### config.mk
export PLATFORM = sky130hd
export DESIGN_NAME = pgood_tree_mask_regs
export DESIGN_NICKNAME = d
export VERILOG_FILES = /design/src/hdl/pgood_tree_pkg.sv /design/src/hdl/pg_sync2.sv /design/src/hdl/pg_tree_and.sv /design/src/hdl/pgood_tree_mask_regs.sv
export VERILOG_INCLUDE_DIRS = /design/src /design/src/hdl
export SDC_FILE = /design/constraint.sdc
export NUM_CORES = 1
export LEC_CHECK = 0
export ABC_AREA = 1
export BUFFER_PORTS_ARGS = -buffer_cell sky130_fd_sc_hd__buf_2
export CORE_ASPECT_RATIO = 1.75
export CORE_MARGIN = 2
export CORE_UTILIZATION = 45
export CTS_BUF_LIST = sky130_fd_sc_hd__clkbuf_8 sky130_fd_sc_hd__clkbuf_16
export DETAILED_ROUTE_END_ITERATION = 10
export PLACE_DENSITY = 0.8
export REMOVE_ABC_BUFFERS = 1
export SYNTH_ARGS = -nofsm -noshare
export SYNTH_HDL_FRONTEND = slang
export SYNTH_SLANG_ARGS = --single-unit
### constraint.sdc
create_clock -name clock_in -period 1.1 [get_ports clock_in]
set_input_delay 0.165 -clock clock_in [delete_from_list [all_inputs] [get_ports clock_in]]
set_output_delay 0.165 -clock clock_in [all_outputs]
set_load 0.1 [all_outputs]
### src/hdl/pgood_tree_params.svh
`ifndef PGOOD_TREE_PARAMS_SVH
`define PGOOD_TREE_PARAMS_SVH

// ----------------------------------------
// register offsets
// ----------------------------------------
`define PG_ADDR_W 8
`define PG_OFS_PIN3_MASK2 8'hab
`define PG_OFS_CTRL_MASKS 8'hac
`define PG_OFS_TERM_DISCH 8'had

// ----------------------------------------
// field positions
// ----------------------------------------
`define PG_BIT_CTRL_IN5 7
`define PG_BIT_CTRL_IN4 6
`define PG_BIT_CTRL_IN2 5
`define PG_BIT_CTRL_IN1 4
`define PG_BIT_TERM_REG 3
`define PG_BIT_SHARED 2
`define PG_BIT_SWITCH_B1 1
`define PG_BIT_LDO_A3 0
`define PG_BIT_DISCH_SEL 4

// ----------------------------------------
// default factory settings
// ----------------------------------------
`define PG_OTP_PIN3_MASK2 8'hff
`define PG_OTP_CTRL_MASKS 8'hff
`define PG_OTP_TERM_DISCH 8'h5f

`endif

### src/hdl/pgood_tree_pkg.sv
package pgood_tree_pkg;
  typedef logic [7:0] reg8_t;
  typedef enum logic {RAIL_SWITCH_B2, RAIL_LDO_A1} shared_rail_e;
endpackage : pgood_tree_pkg

### src/hdl/pg_sync2.sv
`timescale 1ns/100ps
module pg_sync2 #(
  parameter int WIDTH = 1
) (
  input wire logic clock_in,
  input wire logic srst_in,
  input wire logic [WIDTH-1:0] async_in,
  output logic [WIDTH-1:0] sync_out
);
  logic [WIDTH-1:0] stage1_ff;
  logic [WIDTH-1:0] stage2_ff;

  always_ff @(posedge clock_in) begin
    if (srst_in) begin
      stage1_ff <= '0;
      stage2_ff <= '0;
    end else begin
      stage1_ff <= async_in;
      stage2_ff <= stage1_ff;
    end
  end

  assign sync_out = stage2_ff;
endmodule : pg_sync2

### src/hdl/pg_tree_and.sv
`timescale 1ns/100ps
module pg_tree_and #(
  parameter int N = 8
) (
  input wire logic [N-1:0] good_in,
  input wire logic [N-1:0] mask_in,
  output logic tree_good_out
);
  logic [N-1:0] term;

  // masked source counts as good
  genvar g;
  generate
    for (g = 0; g < N; g++) begin : g_term
      assign term[g] = mask_in[g] | good_in[g];
    end
  endgenerate

  assign tree_good_out = &term;
endmodule : pg_tree_and

### src/hdl/pgood_tree_mask_regs.sv
// What this block does
// - mask2 bits 7..4 mask control inputs 5,4,2,1 from pin-3 tree.
// - mask2 bits 3..0 mask termination, shared rail, switch B1, LDO A3.
// - mask 0 includes the source in pin-3 tree, 1 ignores it.
// - mask2 bit 2 covers switch B2 or LDO A1 per factory variant.
// - cross mask pairs for inputs 6/3: pin3 7/6, pin2 5/4, pin4 3/2, pin1 1/0.
// - cross mask 0 includes that input in the pin tree, 1 excludes.
// - discharge bit 4 set selects 100 ohm termination discharge path.
// - registers at ab, ac, ad, all read/write, reset from factory settings.
// - a rail power-good is 1 only while in regulation.
`timescale 1ns/100ps
`include "pgood_tree_params.svh"
module pgood_tree_mask_regs (
  input wire logic clock_in,
  input wire logic srst_in,
  input wire logic [7:0] otp_pin3_mask2_in,
  input wire logic [7:0] otp_ctrl_masks_in,
  input wire logic [7:0] otp_term_disch_in,
  input wire logic otp_shared_is_ldo_in,
  input wire logic [7:0] addr_in,
  input wire logic [7:0] wdata_in,
  input wire logic wr_in,
  input wire logic rd_in,
  output logic [7:0] rdata_out,
  input wire logic [6:1] ctrl_in_status_in,
  input wire logic termination_regulator_pg_in,
  input wire logic switch_b2_pg_in,
  input wire logic ldo_a1_a_pg_in,
  input wire logic switch_b1_pg_in,
  input wire logic ldo_a3_pg_in,
  input wire logic [4:1] pin_other_tree_good_in,
  output logic [4:1] pg_output_pin_out,
  output logic termination_discharge_sel_out
);

  // ----------------------------------------
  // input synchronisers
  // ----------------------------------------
  logic [10:0] raw_status;
  logic [10:0] sync_status;
  logic [6:1] ctl_s;
  logic term_pg_s;
  logic switch_b2_pg_s;
  logic ldo_a1_a_pg_s;
  logic swb1_pg_s;
  logic ldoa3_pg_s;

  assign raw_status = {ldo_a3_pg_in, switch_b1_pg_in, ldo_a1_a_pg_in, switch_b2_pg_in,
                       termination_regulator_pg_in, ctrl_in_status_in};

  pg_sync2 #(.WIDTH(11)) u_sync (
    .clock_in(clock_in),
    .srst_in(srst_in),
    .async_in(raw_status),
    .sync_out(sync_status)
  );

  assign ctl_s = sync_status[5:0];
  assign term_pg_s = sync_status[6];
  assign switch_b2_pg_s = sync_status[7];
  assign ldo_a1_a_pg_s = sync_status[8];
  assign swb1_pg_s = sync_status[9];
  assign ldoa3_pg_s = sync_status[10];

  // ----------------------------------------
  // registers
  // ----------------------------------------
  pgood_tree_pkg::reg8_t pin3_tree_mask_second_ff;
  pgood_tree_pkg::reg8_t ctrl_input_tree_masks_ff;
  pgood_tree_pkg::reg8_t termination_discharge_cfg_ff;
  pgood_tree_pkg::shared_rail_e shared_rail_ff;

  always_ff @(posedge clock_in) begin
    if (srst_in) begin
      pin3_tree_mask_second_ff <= otp_pin3_mask2_in;
    end else if (wr_in && addr_in == `PG_OFS_PIN3_MASK2) begin
      pin3_tree_mask_second_ff <= wdata_in;
    end
  end

  always_ff @(posedge clock_in) begin
    if (srst_in) begin
      ctrl_input_tree_masks_ff <= otp_ctrl_masks_in;
    end else if (wr_in && addr_in == `PG_OFS_CTRL_MASKS) begin
      ctrl_input_tree_masks_ff <= wdata_in;
    end
  end

  always_ff @(posedge clock_in) begin
    if (srst_in) begin
      termination_discharge_cfg_ff <= otp_term_disch_in;
    end else if (wr_in && addr_in == `PG_OFS_TERM_DISCH) begin
      termination_discharge_cfg_ff <= wdata_in;
    end
  end

  always_ff @(posedge clock_in) begin
    if (srst_in) begin
      shared_rail_ff <= otp_shared_is_ldo_in ? pgood_tree_pkg::RAIL_LDO_A1 : pgood_tree_pkg::RAIL_SWITCH_B2;
    end
  end

  // ----------------------------------------
  // read port
  // ----------------------------------------
  logic [7:0] nxt_rdata;
  logic [7:0] rdata_ff;

  always_comb begin
    nxt_rdata = 8'h00;
    if (rd_in && addr_in == `PG_OFS_PIN3_MASK2) begin
      nxt_rdata = pin3_tree_mask_second_ff;
    end else if (rd_in && addr_in == `PG_OFS_CTRL_MASKS) begin
      nxt_rdata = ctrl_input_tree_masks_ff;
    end else if (rd_in && addr_in == `PG_OFS_TERM_DISCH) begin
      nxt_rdata = termination_discharge_cfg_ff;
    end
  end

  always_ff @(posedge clock_in) begin
    if (srst_in) begin
      rdata_ff <= 8'h00;
    end else begin
      rdata_ff <= nxt_rdata;
    end
  end

  assign rdata_out = rdata_ff;

  // ----------------------------------------
  // pin-3 tree
  // ----------------------------------------
  logic ctrl_in5_mask;
  logic ctrl_in4_mask;
  logic ctrl_in2_mask;
  logic ctrl_in1_mask;
  logic termination_reg_mask;
  logic shared_rail_mask;
  logic switch_b1_mask;
  logic ldo_a3_mask;
  logic shared_pg;
  logic [9:0] p3_good;
  logic [9:0] p3_mask;
  logic p3_tree;

  assign ctrl_in5_mask = pin3_tree_mask_second_ff[`PG_BIT_CTRL_IN5];
  assign ctrl_in4_mask = pin3_tree_mask_second_ff[`PG_BIT_CTRL_IN4];
  assign ctrl_in2_mask = pin3_tree_mask_second_ff[`PG_BIT_CTRL_IN2];
  assign ctrl_in1_mask = pin3_tree_mask_second_ff[`PG_BIT_CTRL_IN1];
  assign termination_reg_mask = pin3_tree_mask_second_ff[`PG_BIT_TERM_REG];
  assign shared_rail_mask = pin3_tree_mask_second_ff[`PG_BIT_SHARED];
  assign switch_b1_mask = pin3_tree_mask_second_ff[`PG_BIT_SWITCH_B1];
  assign ldo_a3_mask = pin3_tree_mask_second_ff[`PG_BIT_LDO_A3];

  assign shared_pg = (shared_rail_ff == pgood_tree_pkg::RAIL_LDO_A1) ? ldo_a1_a_pg_s : switch_b2_pg_s;

  assign p3_good = {ctl_s[6], ctl_s[3], ctl_s[5], ctl_s[4], ctl_s[2], ctl_s[1],
                    term_pg_s, shared_pg, swb1_pg_s, ldoa3_pg_s};
  assign p3_mask = {ctrl_input_tree_masks_ff[7], ctrl_input_tree_masks_ff[6],
                    ctrl_in5_mask, ctrl_in4_mask, ctrl_in2_mask, ctrl_in1_mask,
                    termination_reg_mask, shared_rail_mask, switch_b1_mask, ldo_a3_mask};

  pg_tree_and #(.N(10)) u_p3 (
    .good_in(p3_good),
    .mask_in(p3_mask),
    .tree_good_out(p3_tree)
  );

  // ----------------------------------------
  // other pins
  // ----------------------------------------
  logic pin1_in6_mask;
  logic pin1_in3_mask;
  logic pin2_in6_mask;
  logic pin2_in3_mask;
  logic pin4_in6_mask;
  logic pin4_in3_mask;
  logic [4:1] nxt_pin;
  logic [4:1] pin_ff;

  assign pin1_in6_mask = ctrl_input_tree_masks_ff[1];
  assign pin1_in3_mask = ctrl_input_tree_masks_ff[0];
  assign pin4_in6_mask = ctrl_input_tree_masks_ff[3];
  assign pin4_in3_mask = ctrl_input_tree_masks_ff[2];
  assign pin2_in6_mask = ctrl_input_tree_masks_ff[5];
  assign pin2_in3_mask = ctrl_input_tree_masks_ff[4];

  always_comb begin
    nxt_pin[1] = (pin1_in6_mask | ctl_s[6]) & (pin1_in3_mask | ctl_s[3]) & pin_other_tree_good_in[1];
    nxt_pin[2] = (pin2_in6_mask | ctl_s[6]) & (pin2_in3_mask | ctl_s[3]) & pin_other_tree_good_in[2];
    nxt_pin[3] = p3_tree & pin_other_tree_good_in[3];
    nxt_pin[4] = (pin4_in6_mask | ctl_s[6]) & (pin4_in3_mask | ctl_s[3]) & pin_other_tree_good_in[4];
  end

  always_ff @(posedge clock_in) begin
    if (srst_in) begin
      pin_ff <= 4'h0;
    end else begin
      pin_ff <= nxt_pin;
    end
  end

  assign pg_output_pin_out = pin_ff;

  assign termination_discharge_sel_out = termination_discharge_cfg_ff[`PG_BIT_DISCH_SEL];

  // ----------------------------------------
  // checks
  // ----------------------------------------
  AST_WRITE_READ: assert property (@(posedge clock_in) disable iff (srst_in)
    wr_in && addr_in == `PG_OFS_CTRL_MASKS ##1 rd_in && addr_in == `PG_OFS_CTRL_MASKS && !wr_in
    |=> rdata_out == $past(wdata_in, 2)) else $error("mask write not read back");
  AST_UNMAPPED_ZERO: assert property (@(posedge clock_in) disable iff (srst_in)
    rd_in && addr_in > `PG_OFS_TERM_DISCH |=> rdata_out == 8'h00) else $error("unmapped read not zero");
  AST_DISCH: assert property (@(posedge clock_in) disable iff (srst_in)
    wr_in && addr_in == `PG_OFS_TERM_DISCH |=> termination_discharge_sel_out == $past(wdata_in[4]))
    else $error("discharge select wrong");
  AST_P3_ALL_MASKED: assert property (@(posedge clock_in) disable iff (srst_in)
    (&p3_mask) && pin_other_tree_good_in[3] |=> pg_output_pin_out[3]) else $error("pin3 not forced good");
  AST_P3_CTL5: assert property (@(posedge clock_in) disable iff (srst_in)
    !ctrl_in5_mask && !ctl_s[5] |=> !pg_output_pin_out[3]) else $error("input5 not in pin3 tree");
  AST_P3_TERM: assert property (@(posedge clock_in) disable iff (srst_in)
    !termination_reg_mask && !term_pg_s |=> !pg_output_pin_out[3]) else $error("termination pg ignored");
  AST_P3_SHARED: assert property (@(posedge clock_in) disable iff (srst_in)
    !shared_rail_mask && shared_rail_ff == pgood_tree_pkg::RAIL_LDO_A1 && !ldo_a1_a_pg_s
    |=> !pg_output_pin_out[3]) else $error("shared rail pg ignored");
  AST_P1_CONTROL_INPUT3: assert property (@(posedge clock_in) disable iff (srst_in)
    !pin1_in3_mask && !ctl_s[3] |=> !pg_output_pin_out[1]) else $error("input3 not in pin1 tree");
  AST_P2_MASKED: assert property (@(posedge clock_in) disable iff (srst_in)
    pin2_in6_mask && pin2_in3_mask && pin_other_tree_good_in[2] |=> pg_output_pin_out[2])
    else $error("pin2 masks not honoured");
  AST_P3_MASKED_BAD: assert property (@(posedge clock_in) disable iff (srst_in)
    (&p3_mask) && !ldoa3_pg_s && pin_other_tree_good_in[3] |=> pg_output_pin_out[3])
    else $error("masked source not ignored");

  // ----------------------------------------
  // register port checks
  // ----------------------------------------
  AST_RD_IDLE_ZERO: assert property (@(posedge clock_in) disable iff (srst_in)
    !rd_in |=> rdata_out == 8'h00) else $error("idle read data not zero");
  AST_RD_PIN3: assert property (@(posedge clock_in) disable iff (srst_in)
    rd_in && addr_in == `PG_OFS_PIN3_MASK2 |=> rdata_out == $past(pin3_tree_mask_second_ff))
    else $error("pin3 mask read wrong");
  AST_RD_CTRL: assert property (@(posedge clock_in) disable iff (srst_in)
    rd_in && addr_in == `PG_OFS_CTRL_MASKS |=> rdata_out == $past(ctrl_input_tree_masks_ff))
    else $error("cross mask read wrong");
  AST_RD_DISCH: assert property (@(posedge clock_in) disable iff (srst_in)
    rd_in && addr_in == `PG_OFS_TERM_DISCH |=> rdata_out == $past(termination_discharge_cfg_ff))
    else $error("discharge read wrong");
  AST_WR_PIN3: assert property (@(posedge clock_in) disable iff (srst_in)
    wr_in && addr_in == `PG_OFS_PIN3_MASK2 |=> pin3_tree_mask_second_ff == $past(wdata_in))
    else $error("pin3 mask write lost");
  AST_WR_CTRL: assert property (@(posedge clock_in) disable iff (srst_in)
    wr_in && addr_in == `PG_OFS_CTRL_MASKS |=> ctrl_input_tree_masks_ff == $past(wdata_in))
    else $error("cross mask write lost");
  AST_WR_DISCH: assert property (@(posedge clock_in) disable iff (srst_in)
    wr_in && addr_in == `PG_OFS_TERM_DISCH |=> termination_discharge_cfg_ff == $past(wdata_in))
    else $error("discharge write lost");
  AST_UNMAPPED_WR: assert property (@(posedge clock_in) disable iff (srst_in)
    wr_in && addr_in != `PG_OFS_PIN3_MASK2 && addr_in != `PG_OFS_CTRL_MASKS && addr_in != `PG_OFS_TERM_DISCH
    |=> $stable(pin3_tree_mask_second_ff) && $stable(ctrl_input_tree_masks_ff)
    && $stable(termination_discharge_cfg_ff)) else $error("unmapped write changed a register");

  // ----------------------------------------
  // reset checks
  // ----------------------------------------
  AST_RESET_LOAD: assert property (@(posedge clock_in)
    srst_in |=> pin3_tree_mask_second_ff == $past(otp_pin3_mask2_in)
    && ctrl_input_tree_masks_ff == $past(otp_ctrl_masks_in)
    && termination_discharge_cfg_ff == $past(otp_term_disch_in)) else $error("factory load wrong");
  AST_RESET_OUT: assert property (@(posedge clock_in)
    srst_in |=> pg_output_pin_out == 4'h0 && rdata_out == 8'h00) else $error("outputs not cleared in reset");
  AST_STRAP: assert property (@(posedge clock_in)
    srst_in |=> (shared_rail_ff == pgood_tree_pkg::RAIL_LDO_A1) == $past(otp_shared_is_ldo_in))
    else $error("shared rail variant not latched");

  // ----------------------------------------
  // tree checks
  // ----------------------------------------
  AST_STATUS_LAT: assert property (@(posedge clock_in) disable iff (srst_in)
    !ldo_a3_pg_in ##2 !ldo_a3_mask |=> !pg_output_pin_out[3]) else $error("low pg late at pin3");
  AST_P3_SHARED_SW: assert property (@(posedge clock_in) disable iff (srst_in)
    !shared_rail_mask && shared_rail_ff == pgood_tree_pkg::RAIL_SWITCH_B2 && !switch_b2_pg_s
    |=> !pg_output_pin_out[3]) else $error("switch rail pg ignored");
  AST_P3_CONTROL_INPUT6: assert property (@(posedge clock_in) disable iff (srst_in)
    !ctrl_input_tree_masks_ff[7] && !ctl_s[6] |=> !pg_output_pin_out[3]) else $error("input6 not in pin3 tree");
  AST_P4_CONTROL_INPUT6: assert property (@(posedge clock_in) disable iff (srst_in)
    !pin4_in6_mask && !ctl_s[6] |=> !pg_output_pin_out[4]) else $error("input6 not in pin4 tree");
  AST_P2_CONTROL_INPUT3: assert property (@(posedge clock_in) disable iff (srst_in)
    !pin2_in3_mask && !ctl_s[3] |=> !pg_output_pin_out[2]) else $error("input3 not in pin2 tree");
  AST_OTHER_GATE: assert property (@(posedge clock_in) disable iff (srst_in)
    !(|(pg_output_pin_out & ~$past(pin_other_tree_good_in)))) else $error("outer tree not honoured");
endmodule : pgood_tree_mask_regs

==> flow_metrics.env, run 1 <==
export IMPL_ys_types=23
export IMPL_fin_crit_ns=1.149
export IMPL_grt_max_degree=51
export IMPL_drc_errors=4
export IMPL_io_pins=73
export IMPL_antenna_found_initial=0
export IMPL_clk_latency_ns=0.33
export IMPL_viasPerCell=4.825
export IMPL_setup_viol=1
export IMPL_fmax_mhz=870.2
export IMPL_p_leak_nw=1.636
export IMPL_die_h_um=100.2
export IMPL_dp_hpwl_um=3988
export IMPL_die_area_mm2=0.005903
export IMPL_vdd_ir_drop_max_mv=0.9188
export IMPL_critPathBufInv=1
export IMPL_pre_cts_slack_ns=-0.07439
export IMPL_layout_drive_gt1_share=0.3186
export IMPL_rsz0062_at_grt="yes"
export IMPL_gr_total_overflow=0
export IMPL_totalWireLength_um=5244
export IMPL_core_mm2=0.005167
export IMPL_syn_area_mm2=0.002377
export IMPL_layout_common_cells="nand2_1, buf_2, nor2_1"
export IMPL_drv_cap=0
export IMPL_critical_path_top_delay_family="flip-flops"
export IMPL_initialDrtViolationCount=56
export IMPL_arrival_ns=0.98
export IMPL_grt_first_pass_wirelength_um=7969
export IMPL_drv_slew=0
export IMPL_syn_mean_instance_area_um2=8.805
export IMPL_period_share=1.045
export IMPL_cts_htree_levels=3
export IMPL_status="finished, violations left"
export IMPL_maxSlewHeadroom=0.7489
export IMPL_cts_root_buf="clkbuf_8"
export IMPL_io_buffer_count=72
export IMPL_final_common_cell="nand2_1"
export IMPL_ys_warn_count=0
export IMPL_hold_violations=0
export IMPL_cp_cell_sequence="buf_12"
export IMPL_synth_top_area_frac=0.3158
export IMPL_std_cell_rows=35
export IMPL_first_pass_iters=8
export IMPL_grt_pass1_vias=1891
export IMPL_total_power_mw=5.050
export IMPL_crit_type="flop to output port"
export IMPL_cts_resized=0
export IMPL_cts_tree="built"
export IMPL_clk_path_buf_depth=2
export IMPL_ant_nets=0
export IMPL_grt_usage=0.1902
export IMPL_synthCells=270
export IMPL_timing_final_ws_setup_ns=-0.04910
export IMPL_cts_sinks=59
export IMPL_vias=2007
export IMPL_worstHoldPathType="primary input to flop"
export IMPL_cp_max_fo=2
export IMPL_yosys_top_cells_area="edfxtp_1, dfxtp_1, nand2_1"
export IMPL_ys_seq_area_frac=0.6021
export IMPL_cts_inserted_buffers=9
export IMPL_required_ns=0.94
export IMPL_globalplace_congestion=0.8437
export IMPL_ys_ff_latch=59
export IMPL_hold_buffers=0
export IMPL_wire_per_inst_um=12.61
export IMPL_cellPowerDensity_mw_per_mm2=1519
export IMPL_start_util=0.4600
export IMPL_end_kind="output port"
export IMPL_violations="DRC, setup timing"
export IMPL_critPathMaxStageDelay_ns=0.45
export IMPL_fp_dieW_um=58.95
export IMPL_start_kind="flop"
export IMPL_antennaDiodeCount=0
export IMPL_cts_setup_buffers=0
export IMPL_final_setup_skew_ns=0.008741
export IMPL_layout_nets=416
export IMPL_area_delta_synth_final_pct=39.84
export IMPL_synth_top_cell_by_area="edfxtp_1"
export IMPL_path_clk_slew_ns=0.07
export IMPL_worst_slew_pin_slew_ns=0.3766
export IMPL_crit_slowest_cell="edfxtp_1"
## layout make-up
cell class              instances  area [um^2]
repair buffers                 86        723.2
well taps                      55        68.82
inverters                      37        141.4
clock inverters                 4        47.55
fillers                       430         1843
multi-input cells             163        747.0
flip-flops and latches         59         1431
clock buffers                  12        165.2
## cells by family (layout without fill, tap and decap cells)
| kind of cell | after synthesis | count (layout) | share of synthesized area |
|---|---|---|---|
| flip-flops | 59 | 59 | 0.6021 |
| AO/OA/AOI/OAI | 10 | 10 | 0.02895 |
| AND/OR/NAND/NOR | 153 | 153 | 0.2853 |
| buffers and inverters | 48 | 139 | 0.08369 |
## cell usage after synthesis
library cell,instances
buf_4,1
edfxtp_1,25
a21oi_1,1
nand2_2,3
o21ai_0,4
nor2_4,3
o221ai_1,3
nand4_1,10
nand3_4,1
nand2_1,73
clkbuf_1,5
inv_4,1
dfxtp_1,34
nand3_1,15
buf_6,1
inv_1,35
inv_2,1
o2111ai_1,2
buf_2,4
or2_2,2
nor2_1,44
nand4_2,1
nor2_2,1
## registers in the layout, summed over array words and instances (netlist names)
| register | flops |
|---|---|
| rdata_out | 8 |
| ctrl_input_tree_masks_ff | 8 |
| pg_output_pin_out | 4 |
| termination_discharge_cfg_ff | 8 |
| pin3_tree_mask_second_ff | 8 |
| shared_rail_ff | 1 |
| u_sync.sync_out | 11 |
| u_sync.stage1_ff | 11 |
## metal layers
metal | GRT usage | up-vias | part of all wire
li1 | - | 1021 | -
met5 | 0 | - | 0
met4 | 0.1329 | 0 | 0.041
met1 | 0.1722 | 898 | 0.35
met2 | 0.3479 | 72 | 0.56
met3 | 0.04768 | 16 | 0.048
## power by group
group	internal [mW]	switching, mW	total (mW)	leakage, nW
logic	0.227	0.291	0.517	1.00
clock network	1.22	0.816	2.04	0.108
registers	2.43	0.0634	2.49	0.523
total	3.88	1.17	5.05	1.64
## through the flow
step | area, um^2 | utilization | hold slack (ns) | std cells | TNS (ns)
6_report | 3324 | 0.6433 | 0.02150 | 416 | -0.04910
5_1_grt | 3324 | 0.6433 | 0.006448 | 416 | -0.07053
4_1_cts | 3317 | 0.6419 | 0.01071 | 415 | -0.05316
3_5_place_dp | 3104 | 0.6007 | 0.3619 | 399 | -1.573
3_3_place_gp | 3104 | 0.6007 | 0.3597 | 399 | -1.059
2_1_floorplan | 2320 | - | 0.2362 | 259 | -0.4400
## final timing paths
kind	cells past startpoint	slack, ns	start	to
setup / recovery	1	-0.05	termination_discharge_cfg_ff[4]	termination_discharge_sel_out
hold / removal	1	0.02	otp_shared_is_ldo_in	shared_rail_ff
setup reg to reg	3	0.12	pin3_tree_mask_second_ff[6]	pg_output_pin_out[3]
hold reg to reg	2	0.40	u_sync.stage1_ff[4]	u_sync.sync_out[4]
No activity file was read; power rests on OpenSTA's default activity.
==> inputs of run 2 (changes only) <==
--- a/config.mk
+++ b/config.mk
@@ -10,10 +10,10 @@
 export BUFFER_PORTS_ARGS = -buffer_cell sky130_fd_sc_hd__buf_2
 export CORE_ASPECT_RATIO = 1.75
 export CORE_MARGIN = 2
-export CORE_UTILIZATION = 45
+export CORE_UTILIZATION = 50
 export CTS_BUF_LIST = sky130_fd_sc_hd__clkbuf_8 sky130_fd_sc_hd__clkbuf_16
 export DETAILED_ROUTE_END_ITERATION = 10
-export PLACE_DENSITY = 0.8
+export PLACE_DENSITY = 0.84
 export REMOVE_ABC_BUFFERS = 1
 export SYNTH_ARGS = -nofsm -noshare
 export SYNTH_HDL_FRONTEND = slang
==> constraint.sdc (replaced) <==
create_clock -name clock_in -period 1.3 [get_ports clock_in]
set_input_delay 0.195 -clock clock_in [delete_from_list [all_inputs] [get_ports clock_in]]
set_output_delay 0.195 -clock clock_in [all_outputs]
set_load 0.1 [all_outputs]
==> flow_metrics.env, run 2 (same netlist as run 1, synthesis figures left out) <==
export IMPL_start_util=0.5141
export IMPL_status="complete, no violations"
export IMPL_whs_path_depth=1
export IMPL_crit_slowest_cell="buf_2"
export IMPL_cts_tree="built"
export IMPL_totalWireLength_um=5056
export IMPL_critPathBufInv=1
export IMPL_min_from="otp_shared_is_ldo_in"
export IMPL_grt_usage=0.2069
export IMPL_io_buffer_count=72
export IMPL_setup_viol=0
export IMPL_cellPowerDensity_mw_per_mm2=1312
export IMPL_core_mm2=0.004624
export IMPL_viasPerCell=4.887
export IMPL_antennaDiodeCount=0
export IMPL_period_share=0.9610
export IMPL_p_leak_nw=1.545
export IMPL_worstHoldPathType="primary input to flop"
export IMPL_crit_type="flop to output port"
export IMPL_cts_sinks=59
export IMPL_worst_slew_pin_slew_ns=0.4843
export IMPL_cts_inserted_buffers=9
export IMPL_crit_cells=1
export IMPL_final_util=0.6529
export IMPL_r2r_cells=3
export IMPL_std_cell_rows=33
export IMPL_initialDrtViolationCount=61
export IMPL_whs_ns=0.03701
export IMPL_fin_crit_ns=1.249
export IMPL_final_common_cell="nand2_1"
export IMPL_clk_latency_ns=0.33
export IMPL_final_setup_skew_ns=0.006259
export IMPL_cp_cell_sequence="buf_2"
export IMPL_layout_drive_gt1_share=0.3090
export IMPL_antenna_found_initial=0
export IMPL_vias=1994
export IMPL_start_kind="flop"
export IMPL_die_h_um=95.22
export IMPL_dp_hpwl_um=3879
export IMPL_gr_total_overflow=0
export IMPL_path_clk_slew_ns=0.07
export IMPL_wire_per_inst_um=12.39
export IMPL_cts_root_buf="clkbuf_8"
export IMPL_io_pins=73
export IMPL_vdd_ir_drop_max_mv=0.8654
export IMPL_layout_common_cells="nand2_1, buf_2, nor2_1"
export IMPL_ant_nets=0
export IMPL_hold_violations=0
export IMPL_critPathMaxStageDelay_ns=0.41
export IMPL_grt_first_pass_wirelength_um=8176
export IMPL_fp_dieW_um=56.13
export IMPL_layout_nets=411
export IMPL_cts_htree_levels=3
export IMPL_required_ns=1.11
export IMPL_globalplace_congestion=0.7928
export IMPL_maxSlewHeadroom=0.6793
export IMPL_drv_cap=0
export IMPL_area_delta_synth_final_pct=27.00
export IMPL_arrival_ns=1.05
export IMPL_end_kind="output port"
export IMPL_clk_path_buf_depth=2
export IMPL_fmax_mhz=800.4
export IMPL_drc_errors=0
export IMPL_die_area_mm2=0.005344
export IMPL_grt_max_degree=43
export IMPL_fill_cells=398
export IMPL_cp_max_fo=1
export IMPL_critical_path_top_delay_family="buffers and inverters"
export IMPL_grt_pass1_vias=1889
export IMPL_cts_setup_buffers=0
export IMPL_r2r_start="pin3_tree_mask_second_ff[6]"
export IMPL_rsz0062_at_grt="no"
export IMPL_drv_slew=0
export IMPL_cp_startpoint="rdata_out[2]"
export IMPL_first_pass_iters=4
## run 2: what timing repair did
item | in CTS | in global routing
endpoints found under the setup margin | 0 | 1
gates resized for setup | 0 | 1
hold buffers | 0 | 0
endpoints found under the hold margin | 0 | 0
## run 2: final timing paths
kind / to / slack (ns)
worst max-delay path: rdata_out[2] / 0.05
worst min-delay path: shared_rail_ff / 0.04
worst max register to register: pg_output_pin_out[3] / 0.31
worst min register to register: u_sync.sync_out[5] / 0.40
## run 2: area by class of cell
cell class,count,area (um^2),area share
Clock buffer,10,137.6,0.04559
Clock inverter,6,38.79,0.01285
Inverter,37,141.4,0.04683
Multi-Input combinational cell,163,747.0,0.2474
Sequential cell,59,1431,0.4741
Tap cell,52,65.06,0.02155
Timing Repair Buffer,81,457.9,0.1517
## run 2: stage by stage
step           setup TNS (ns)  instance area (um^2)  setup slack (ns)  instances  power (mW)
2_1_floorplan        -0.04448                  2320          -0.04448        259       2.322
3_3_place_gp                0                  2840           0.02773        392       2.519
3_5_place_dp          -0.4200                  2840          -0.02361        392       2.539
4_1_cts                     0                  3017          0.009978        408       3.991
5_1_grt                     0                  3019          0.001671        408       4.137
6_report                    0                  3019           0.05068        408       3.960
## run 2: metal layers
metal | global-route usage | wire, um | vias up
li1 | - | - | 1016
met1 | 0.1991 | 1792 | 880
met2 | 0.3765 | 2808 | 84
met3 | 0.05020 | 254 | 14
met4 | 0.1508 | 200 | 0
met5 | 0 | 0 | -
## run 2: where the power goes
| part | internal (mW) | total [mW] | switching [mW] | leakage [nW] |
|---|---|---|---|---|
| Combinational | 0.151 | 0.391 | 0.240 | 0.930 |
| Sequential | 2.06 | 2.11 | 0.0505 | 0.523 |
| Clock | 0.740 | 1.46 | 0.723 | 0.0929 |
